## config.mk

```make
export PLATFORM = sky130hd
export DESIGN_NAME = sil_interrupt_logic
export DESIGN_NICKNAME = d
export VERILOG_FILES = /design/src/logic/sil_pkg.sv /design/src/logic/sil_release_timer.sv /design/src/logic/sil_interrupt_logic.sv
export VERILOG_INCLUDE_DIRS = /design/src /design/src/logic
export SDC_FILE = /design/constraint.sdc
export NUM_CORES = 1
export LEC_CHECK = 0
export ABC_AREA = 1
export BUFFER_PORTS_ARGS = -buffer_cell sky130_fd_sc_hd__buf_2
export CORE_ASPECT_RATIO = 0.7
export CORE_UTILIZATION = 45
export CTS_CLUSTER_SIZE = 16
export DETAILED_ROUTE_END_ITERATION = 12
export GPL_TIMING_DRIVEN = 0
export PLACE_DENSITY = 0.7
export RECOVER_POWER = 100
export SYNTH_ARGS = -nofsm -noshare
export SYNTH_HDL_FRONTEND = slang
export SYNTH_SLANG_ARGS = --single-unit
```

## constraint.sdc

```tcl
create_clock -name mclk -period 2.4 [get_ports mclk]
set_clock_uncertainty 0.2 [all_clocks]
set_input_delay 0.12 -clock mclk [delete_from_list [all_inputs] [get_ports mclk]]
set_output_delay 0.12 -clock mclk [all_outputs]
set_load 0.01 [all_outputs]
```

## src/logic/sil_defines.svh

```systemverilog
// constants for the interrupt enable and cause logic
`ifndef SIL_DEFINES_SVH
`define SIL_DEFINES_SVH

// ----------------------------------------------------------------
// frame layout
// ----------------------------------------------------------------
`define SIL_FRAME_W          16
`define SIL_ADDR_HI          15
`define SIL_ADDR_LO          14
`define SIL_RRS_BIT          13
`define SIL_RO_BIT           12
`define SIL_ADDR_IRQ         2'h1

// ----------------------------------------------------------------
// enable and cause bit positions
// ----------------------------------------------------------------
`define SIL_BIT_DOG_TIMEOUT  11
`define SIL_BIT_OVERTEMP     10
`define SIL_BIT_SPI_FAIL     8
`define SIL_BIT_BATTERY      7
`define SIL_BIT_SUPPLY       6
`define SIL_BIT_BUS_FAULT    4
`define SIL_BIT_WAKE_PIN     3
`define SIL_BIT_DOG_RESTART  2
`define SIL_BIT_BUS_EVENT    0

// ----------------------------------------------------------------
// masks and reset values
// ----------------------------------------------------------------
`define SIL_DATA_MASK        12'hDDD
`define SIL_NONCRIT_MASK     12'h459
`define SIL_ENABLE_RESET     12'h000
`define SIL_CAUSE_RESET      12'h000

// ----------------------------------------------------------------
// timing
// ----------------------------------------------------------------
`define SIL_CLK_PERIOD_NS    8
`define SIL_RELEASE_TIME_NS  2000
`define SIL_RELEASE_CYCLES   ((`SIL_RELEASE_TIME_NS + `SIL_CLK_PERIOD_NS - 1) / `SIL_CLK_PERIOD_NS)

`endif

```

## src/logic/sil_pkg.sv

```systemverilog
// types for the interrupt enable and cause logic
package sil_pkg;

    // ------------------------------------------------------------
    // operating mode of the chip, supplied by mode control
    // ------------------------------------------------------------
    typedef enum logic [1:0] {
        SIL_MODE_NORMAL  = 2'h0,
        SIL_MODE_FLASH   = 2'h1,
        SIL_MODE_STANDBY = 2'h2,
        SIL_MODE_OTHER   = 2'h3
    } sil_mode_t;

endpackage

```

## src/logic/sil_release_timer.sv

```systemverilog
// release timer that holds the interrupt pin high after a cause read
`timescale 1ns/10ps
`include "sil_defines.svh"

module sil_release_timer #(
    parameter int CYCLES = `SIL_RELEASE_CYCLES
) (
    // clock and reset
    input  wire logic mclk,
    input  wire logic srst,
    // control
    input  wire logic start,
    output logic      busy
);

    // ------------------------------------------------------------
    // down counter
    // ------------------------------------------------------------
    localparam int CW = $clog2(CYCLES + 1);
    logic [CW-1:0] count_reg;    // remaining release cycles

    // reload on start, otherwise count to zero
    always_ff @(posedge mclk) begin
        if (srst) begin
            count_reg <= '0;
        end else if (start) begin
            count_reg <= CW'(CYCLES);
        end else if (count_reg != '0) begin
            count_reg <= count_reg - CW'(1);
        end
    end

    // busy while any count remains
    always_ff @(posedge mclk) begin
        if (srst) begin
            busy <= 1'b0;
        end else begin
            busy <= start || (count_reg > CW'(1));
        end
    end

endmodule

```

## src/logic/sil_interrupt_logic.sv

```systemverilog
// interrupt enable and cause logic of the system basis chip
// Function
// - battery sense falling edge gated by bit 7
// - regulator ok flag cleared, gated by bit 6
// - bus fault field change, gated by bit 4
// - wake edge interrupts in normal/flash/standby
// - disabled wake edge resets in standby only
// - restart during dog off, gated by bit 2
// - bus wake interrupts in standby, or in normal/flash unless transceiver active
// - disabled bus wake resets in standby only
// - overflow clears timeout enable every time
// - wake pin needs global wake port enable
// - cause clears on read and reset
// - events during read are never lost
// - pin released after each cause read
// - spi and battery failures signalled immediately
// - normal mode non-critical: once per period
// - address 01 with select reads causes
// - bit 11 marks standby overflow interrupt
// - bad spi clock count flags bit 8
// - timeout enable turns standby overflow into interrupt
`timescale 1ns/10ps
`include "sil_defines.svh"

module sil_interrupt_logic #(
    parameter int RELEASE_CYCLES = `SIL_RELEASE_CYCLES
) (
    // clock and reset
    input  wire logic               mclk,
    input  wire logic               srst,
    input  wire logic               reset_event,
    // decoded spi frame
    input  wire logic               spi_frame_valid,
    input  wire logic [15:0]        spi_frame_word,
    input  wire logic               spi_count_ok,
    output logic                    spi_reply_valid,
    output logic [15:0]             spi_reply_word,
    // chip state
    input  wire sil_pkg::sil_mode_t mode,
    input  wire logic               wake_port_enable,
    input  wire logic               dog_off,
    input  wire logic               dog_period_start,
    input  wire logic               bus_active,
    // event sources
    input  wire logic               sense_pin,
    input  wire logic               main_regulator_ok_flag,
    input  wire logic               aux_regulator_ok_flag,
    input  wire logic [1:0]         bus_fault_diag,
    input  wire logic               wake_pin,
    input  wire logic               dog_restart,
    input  wire logic               dog_overflow,
    input  wire logic               bus_wake,
    input  wire logic               overtemp_change,
    // outputs to the controller and reset logic
    output logic                    irq_out_n,
    output logic                    reset_request
);

    // ------------------------------------------------------------
    // decode helpers
    // ------------------------------------------------------------
    // modes in which wake sources may interrupt
    function automatic logic sil_wake_mode(input sil_pkg::sil_mode_t m);
        sil_wake_mode = (m == sil_pkg::SIL_MODE_NORMAL) ||
                        (m == sil_pkg::SIL_MODE_FLASH) ||
                        (m == sil_pkg::SIL_MODE_STANDBY);
    endfunction

    // ------------------------------------------------------------
    // state
    // ------------------------------------------------------------
    logic [11:0] enable_reg;        // interrupt enable bits
    logic [11:0] cause_reg;         // interrupt cause bits
    logic [11:0] cause_set;         // events raised this cycle
    logic        sense_prev_reg;    // previous battery sense level
    logic        main_ok_prev_reg;  // previous main regulator flag
    logic        aux_ok_prev_reg;   // previous aux regulator flag
    logic [1:0]  fault_prev_reg;    // previous bus fault field
    logic        wake_prev_reg;     // previous wake pin level
    logic        token_reg;         // normal-mode signalling allowance
    logic        nc_active_reg;     // non-critical group on the pin
    logic        release_busy;      // pin released after a read
    logic        reset_next;        // reset forced this cycle

    // ------------------------------------------------------------
    // frame decode
    // ------------------------------------------------------------
    logic frame_hit;                // good frame for this register
    logic cause_read;               // cause register is read
    logic enable_write;             // enable register is written
    logic spi_bad;                  // frame with wrong clock count

    assign frame_hit    = spi_frame_valid && spi_count_ok &&
        (spi_frame_word[`SIL_ADDR_HI:`SIL_ADDR_LO] == `SIL_ADDR_IRQ);
    assign cause_read   = frame_hit && spi_frame_word[`SIL_RRS_BIT];
    assign enable_write = frame_hit && !spi_frame_word[`SIL_RO_BIT];
    assign spi_bad      = spi_frame_valid && !spi_count_ok;

    // ------------------------------------------------------------
    // edge detection
    // ------------------------------------------------------------
    // previous levels of the event sources
    always_ff @(posedge mclk) begin
        if (srst) begin
            sense_prev_reg   <= 1'b1;
            main_ok_prev_reg <= 1'b1;
            aux_ok_prev_reg  <= 1'b1;
            fault_prev_reg   <= 2'h0;
            wake_prev_reg    <= 1'b1;
        end else begin
            sense_prev_reg   <= sense_pin;
            main_ok_prev_reg <= main_regulator_ok_flag;
            aux_ok_prev_reg  <= aux_regulator_ok_flag;
            fault_prev_reg   <= bus_fault_diag;
            wake_prev_reg    <= wake_pin;
        end
    end

    logic sense_fall;               // battery sense falling edge
    logic supply_lost;              // a regulator flag cleared
    logic fault_change;             // bus fault field changed
    logic wake_fall;                // qualified wake pin edge
    logic standby;                  // chip is in standby

    assign sense_fall   = sense_prev_reg && !sense_pin;
    assign supply_lost  = (main_ok_prev_reg && !main_regulator_ok_flag) ||
                          (aux_ok_prev_reg && !aux_regulator_ok_flag);
    assign fault_change = (fault_prev_reg != bus_fault_diag);
    assign wake_fall    = wake_port_enable && wake_prev_reg && !wake_pin;
    assign standby      = (mode == sil_pkg::SIL_MODE_STANDBY);

    // ------------------------------------------------------------
    // event routing
    // ------------------------------------------------------------
    // each source sets its cause bit or forces a reset
    always_comb begin
        cause_set  = 12'h000;
        reset_next = 1'b0;
        // battery failure
        if (sense_fall && enable_reg[`SIL_BIT_BATTERY]) begin
            cause_set[`SIL_BIT_BATTERY] = 1'b1;
        end
        // regulator failure
        if (supply_lost && enable_reg[`SIL_BIT_SUPPLY]) begin
            cause_set[`SIL_BIT_SUPPLY] = 1'b1;
        end
        // bus fault diagnosis change
        if (fault_change && enable_reg[`SIL_BIT_BUS_FAULT]) begin
            cause_set[`SIL_BIT_BUS_FAULT] = 1'b1;
        end
        // overtemperature warning change
        if (overtemp_change && enable_reg[`SIL_BIT_OVERTEMP]) begin
            cause_set[`SIL_BIT_OVERTEMP] = 1'b1;
        end
        // bad spi clock count
        if (spi_bad && enable_reg[`SIL_BIT_SPI_FAIL]) begin
            cause_set[`SIL_BIT_SPI_FAIL] = 1'b1;
        end
        // wake pin edge
        if (wake_fall) begin
            if (enable_reg[`SIL_BIT_WAKE_PIN]) begin
                cause_set[`SIL_BIT_WAKE_PIN] = sil_wake_mode(mode);
            end else if (standby) begin
                reset_next = 1'b1;
            end
        end
        // watchdog restart while the watchdog is off
        if (dog_restart && dog_off && enable_reg[`SIL_BIT_DOG_RESTART]) begin
            cause_set[`SIL_BIT_DOG_RESTART] = 1'b1;
        end
        // bus wake event
        if (bus_wake) begin
            if (enable_reg[`SIL_BIT_BUS_EVENT]) begin
                cause_set[`SIL_BIT_BUS_EVENT] =
                    sil_wake_mode(mode) && (standby || !bus_active);
            end else if (standby) begin
                reset_next = 1'b1;
            end
        end
        // watchdog overflow in standby
        if (dog_overflow && standby) begin
            if (enable_reg[`SIL_BIT_DOG_TIMEOUT]) begin
                cause_set[`SIL_BIT_DOG_TIMEOUT] = 1'b1;
            end else begin
                reset_next = 1'b1;
            end
        end
    end

    // ------------------------------------------------------------
    // enable register
    // ------------------------------------------------------------
    // software write, reserved bits held at zero, overflow clear last
    always_ff @(posedge mclk) begin
        if (srst) begin
            enable_reg <= `SIL_ENABLE_RESET;
        end else begin
            if (enable_write) begin
                enable_reg <= spi_frame_word[11:0] & `SIL_DATA_MASK;
            end
            if (dog_overflow) begin
                enable_reg[`SIL_BIT_DOG_TIMEOUT] <= 1'b0;
            end
        end
    end

    // ------------------------------------------------------------
    // cause register
    // ------------------------------------------------------------
    // read clears, new events in the same cycle survive
    always_ff @(posedge mclk) begin
        if (srst || reset_event) begin
            cause_reg <= `SIL_CAUSE_RESET;
        end else if (cause_read) begin
            cause_reg <= cause_set;
        end else begin
            cause_reg <= cause_reg | cause_set;
        end
    end

    // ------------------------------------------------------------
    // spi reply
    // ------------------------------------------------------------
    // reply carries header and the selected register
    always_ff @(posedge mclk) begin
        if (srst) begin
            spi_reply_valid <= 1'b0;
            spi_reply_word  <= 16'h0000;
        end else begin
            spi_reply_valid <= frame_hit;
            if (frame_hit) begin
                if (spi_frame_word[`SIL_RRS_BIT]) begin
                    spi_reply_word <= {spi_frame_word[15:12], cause_reg};
                end else begin
                    spi_reply_word <= {spi_frame_word[15:12], enable_reg};
                end
            end
        end
    end

    // ------------------------------------------------------------
    // rate limiting of the non-critical group
    // ------------------------------------------------------------
    logic nc_pending;               // non-critical cause recorded
    logic crit_pending;             // immediate cause recorded

    assign nc_pending   = |(cause_reg & `SIL_NONCRIT_MASK);
    assign crit_pending = |(cause_reg & ~`SIL_NONCRIT_MASK);

    // allowance refilled each watchdog period
    always_ff @(posedge mclk) begin
        if (srst) begin
            token_reg <= 1'b1;
        end else if (dog_period_start) begin
            token_reg <= 1'b1;
        end else if (nc_pending && !nc_active_reg &&
                     (mode == sil_pkg::SIL_MODE_NORMAL)) begin
            token_reg <= 1'b0;
        end
    end

    // group stays on the pin until it is read away or cleared by a reset event
    always_ff @(posedge mclk) begin
        if (srst || cause_read || reset_event) begin
            nc_active_reg <= 1'b0;
        end else if (nc_pending &&
                     ((mode != sil_pkg::SIL_MODE_NORMAL) || token_reg)) begin
            nc_active_reg <= 1'b1;
        end
    end

    // ------------------------------------------------------------
    // release timer
    // ------------------------------------------------------------
    sil_release_timer #(
        .CYCLES (RELEASE_CYCLES)
    ) u_release (
        .mclk  (mclk),
        .srst  (srst),
        .start (cause_read),
        .busy  (release_busy)
    );

    // ------------------------------------------------------------
    // outputs
    // ------------------------------------------------------------
    // interrupt pin, low while a signalled cause waits
    always_ff @(posedge mclk) begin
        if (srst) begin
            irq_out_n <= 1'b1;
        end else begin
            irq_out_n <= release_busy || cause_read ||
                         !(crit_pending || nc_active_reg);
        end
    end

    // one-cycle reset request to the reset logic
    always_ff @(posedge mclk) begin
        if (srst) begin
            reset_request <= 1'b0;
        end else begin
            reset_request <= reset_next;
        end
    end

endmodule

```

==> impl_metrics.json <==
{
  "reg2reg_to": "u_release.count_reg[7]$_SDFFE_PP0P_",
  "gr-total-overflow": 0,
  "drt_first_iter_violations": 155,
  "synth_cells": 287,
  "grt_pass1_wl_um": 9000,
  "reg2reg_from": "u_release.count_reg[0]$_SDFFE_PP0P_",
  "finalSetupViolations": 0,
  "ys.warnings.count": 0,
  "drt-pass1-iter-count": 6,
  "finalSetupTns_ns": 0,
  "max_cap_viol_count": 0,
  "status": "finished clean",
  "routed_wl_um": 5570,
  "grt_use_total": 0.230,
  "syn_area_per_cell_um2": 7.49,
  "met1_usage": 0.312,
  "io_pins": 56,
  "whs_ns": 0.0277,
  "gp_congestion": 0.830,
  "regArea_mm2": 0.00102,
  "hpwl_um": 3710,
  "area_growth_pct": 33.2,
  "num-fill-cells": 416,
  "clock_latency_ns": 0.30,
  "start_util": 0.483,
  "period_minus_slack_ns": 2.15,
  "ir_worst_vdd_mv": 0.439,
  "pwr-share-clk": 0.250,
  "placementRows": 20,
  "top_usage_layer": "met2",
  "finalCritPeriodShare": 0.896,
  "place_area_mm2": 0.00246,
  "layout.nets": 417,
  "crit_type": "in -> reg",
  "finalHoldViolCount": 0,
  "sequentialPowerShare": 0.462,
  "switchingPower_uw": 709,
  "crit_arrival_ns": 2.15,
  "p_leak_nw": 1.27,
  "ys_types": 29,
  "synth_top_flop_cell": "dfxtp_1",
  "core_mm2": 0.00445,
  "die_area_mm2": 0.00506,
  "largest_reg_flops": 13,
  "drive_gt1_frac": 0.137,
  "clockRootBuffer": "clkbuf_8",
  "multiInputGateArea_um2": 885,
  "worst_pin_slew_ns": 0.640,
  "endpoint_kind": "register",
  "gr-usage-met2": 0.384,
  "cp.required_ns": 2.40,
  "antenna_left": 0,
  "drc": 0,
  "reg2reg_slack_ns": 0.57,
  "cts_inserted_buffers": 5,
  "final_common_cell": "dfxtp_1",
  "grt_pass1_vias": 2014,
  "crit_fanout": 10,
  "min_from": "spi_frame_word[15]",
  "power_frac_comb": 0.288,
  "htreeDepth": 2,
  "routedWlPerCell_um": 12.8,
  "hold_class": "in -> reg",
  "hold_path_depth": 4,
  "switching_share": 0.329,
  "grt_max_degree": 15,
  "grt.met3_usage": 0.0456,
  "antenna_found_initial": 0,
  "slew_viol_final": 0,
  "via_per_inst": 4.98,
  "path_clk_slew_ns": 0.09,
  "design_area_mm2": 0.00286,
  "min_to": "spi_reply_word[2]$_SDFFE_PP0N_",
  "vias": 2162,
  "synth_seq_cells": 51,
  "p_int_mw": 1.45,
  "clk_path_buf_depth": 2,
  "slew-limit-headroom": 0.572,
  "antenna_cells": 0,
  "reg2reg_depth": 7,
  "die_y_um": 59.8,
  "syn_area_mm2": 0.00215,
  "startpoint_type": "input pin",
  "fmax_mhz": 465,
  "async_flop_share": 0,
  "tritoncts": "built",
  "fp.dieW_um": 84.6,
  "clock_sinks": 51,
  "synth_edf_count": 0,
  "mostFrequentLayoutCells": "dfxtp_1, nand2_1, inv_1, nor2_1, dlygate4sd3_1",
  "seq_area_frac_synth": 0.475,
  "grt_setup_unrepaired": "no",
  "portBuffers": 47,
  "power_density_mw_per_mm2": 753
}
==> Yosys cell counts, types with 3 or more instances <==
master / number / area, um^2
or2_2: 4 / 25.0
xnor2_1: 3 / 26.3
buf_2: 4 / 20.0
buf_4: 4 / 30.0
dfxtp_1: 51 / 1020
a21oi_1: 23 / 115
nor2_1: 38 / 143
nand3_1: 15 / 75.1
nand4_1: 5 / 31.3
o21ai_0: 33 / 165
inv_1: 41 / 154
nand2_1: 42 / 158
==> timing repair <==
action,in CTS,in global routing
hold buffers,35,0
setup buffers,0,0
resized for setup,0,0
hold endpoints to repair,27,0
==> area by class of cell <==
type | count | share of cell area
timing repair buffer | 82 | 0.197
tap | 55 | 0.0240
buffer | 13 | 0.0249
clock buffer | 8 | 0.0349
multi-input combinational | 184 | 0.309
inverter | 41 | 0.0537
sequential | 51 | 0.356
==> kinds of logic (layout without fill, tap and decap cells) <==
family | after synthesis | after routing | synth area share
AO/OA/AOI/OAI | 63 | 63 | 0.154
XOR/XNOR | 3 | 3 | 0.0122
adder cells (fa/ha/maj) | 2 | 2 | 0.0116
buffers and inverters | 54 | 144 | 0.111
flip-flops | 51 | 51 | 0.475
other | 1 | 3 | 0.00174
AND/OR/NAND/NOR | 113 | 113 | 0.235
==> power by group through the flow <==
| stage | registers, mW | logic [mW] | clock network [mW] |
|---|---|---|---|
| after floorplan | 1.01 | 0.440 | 0 |
| after global placement | 1.01 | 0.564 | 0 |
| after detailed placement | 1.01 | 0.575 | 0 |
| after CTS | 0.995 | 0.614 | 0.545 |
| after global routing | 1.01 | 0.720 | 0.576 |
| final | 0.998 | 0.621 | 0.539 |
==> critical path, stage by stage <==
cell           delay (ns)
dlygate4sd3_1        0.52
clkbuf_1             0.13
nand2_2              0.08
nor3_4               0.27
nand2_4              0.16
buf_6                0.19
nand2_1              0.06
a21oi_1              0.06
dlygate4sd3_1        0.55
==> layer usage <==
layer  routed length [um]  part of all wire  up-vias
met5                    0                 0        -
met4                   38            0.0068        0
met3                  299             0.054        4
met2                 2390              0.43       78
met1                 2850              0.51      988
li1                     -                 -     1092
==> worst max path at each step <==
| stage | startpoint | endpoint | slack, ns |
|---|---|---|---|
| 6_report | spi_count_ok | enable_reg[11]$_SDFFE_PP0P_ | 0.25 |
| 5_1_grt | spi_count_ok | enable_reg[11]$_SDFFE_PP0P_ | 0.15 |
| 4_1_cts | spi_count_ok | enable_reg[11]$_SDFFE_PP0P_ | 0.24 |
| 3_5_place_dp | u_release.count_reg[0]$_SDFFE_PP0P_ | u_release.count_reg[7]$_SDFFE_PP0P_ | 0.63 |
| 3_3_place_gp | u_release.count_reg[0]$_SDFFE_PP0P_ | u_release.count_reg[7]$_SDFFE_PP0P_ | 0.61 |
| 2_1_floorplan | u_release.count_reg[0]$_SDFFE_PP0P_ | u_release.count_reg[7]$_SDFFE_PP0P_ | 0.88 |
==> stage by stage <==
step | setup WS, ns | util | cells | power (mW)
after detailed placement | 0.630 | 0.553 | 391 | 1.59
after global routing | 0.152 | 0.643 | 434 | 2.30
final | 0.250 | 0.643 | 434 | 2.16
after floorplan | 0.879 | - | 289 | 1.45
after global placement | 0.608 | 0.553 | 391 | 1.58
after CTS | 0.238 | 0.654 | 434 | 2.15
Power figures use the tool's default switching activity.
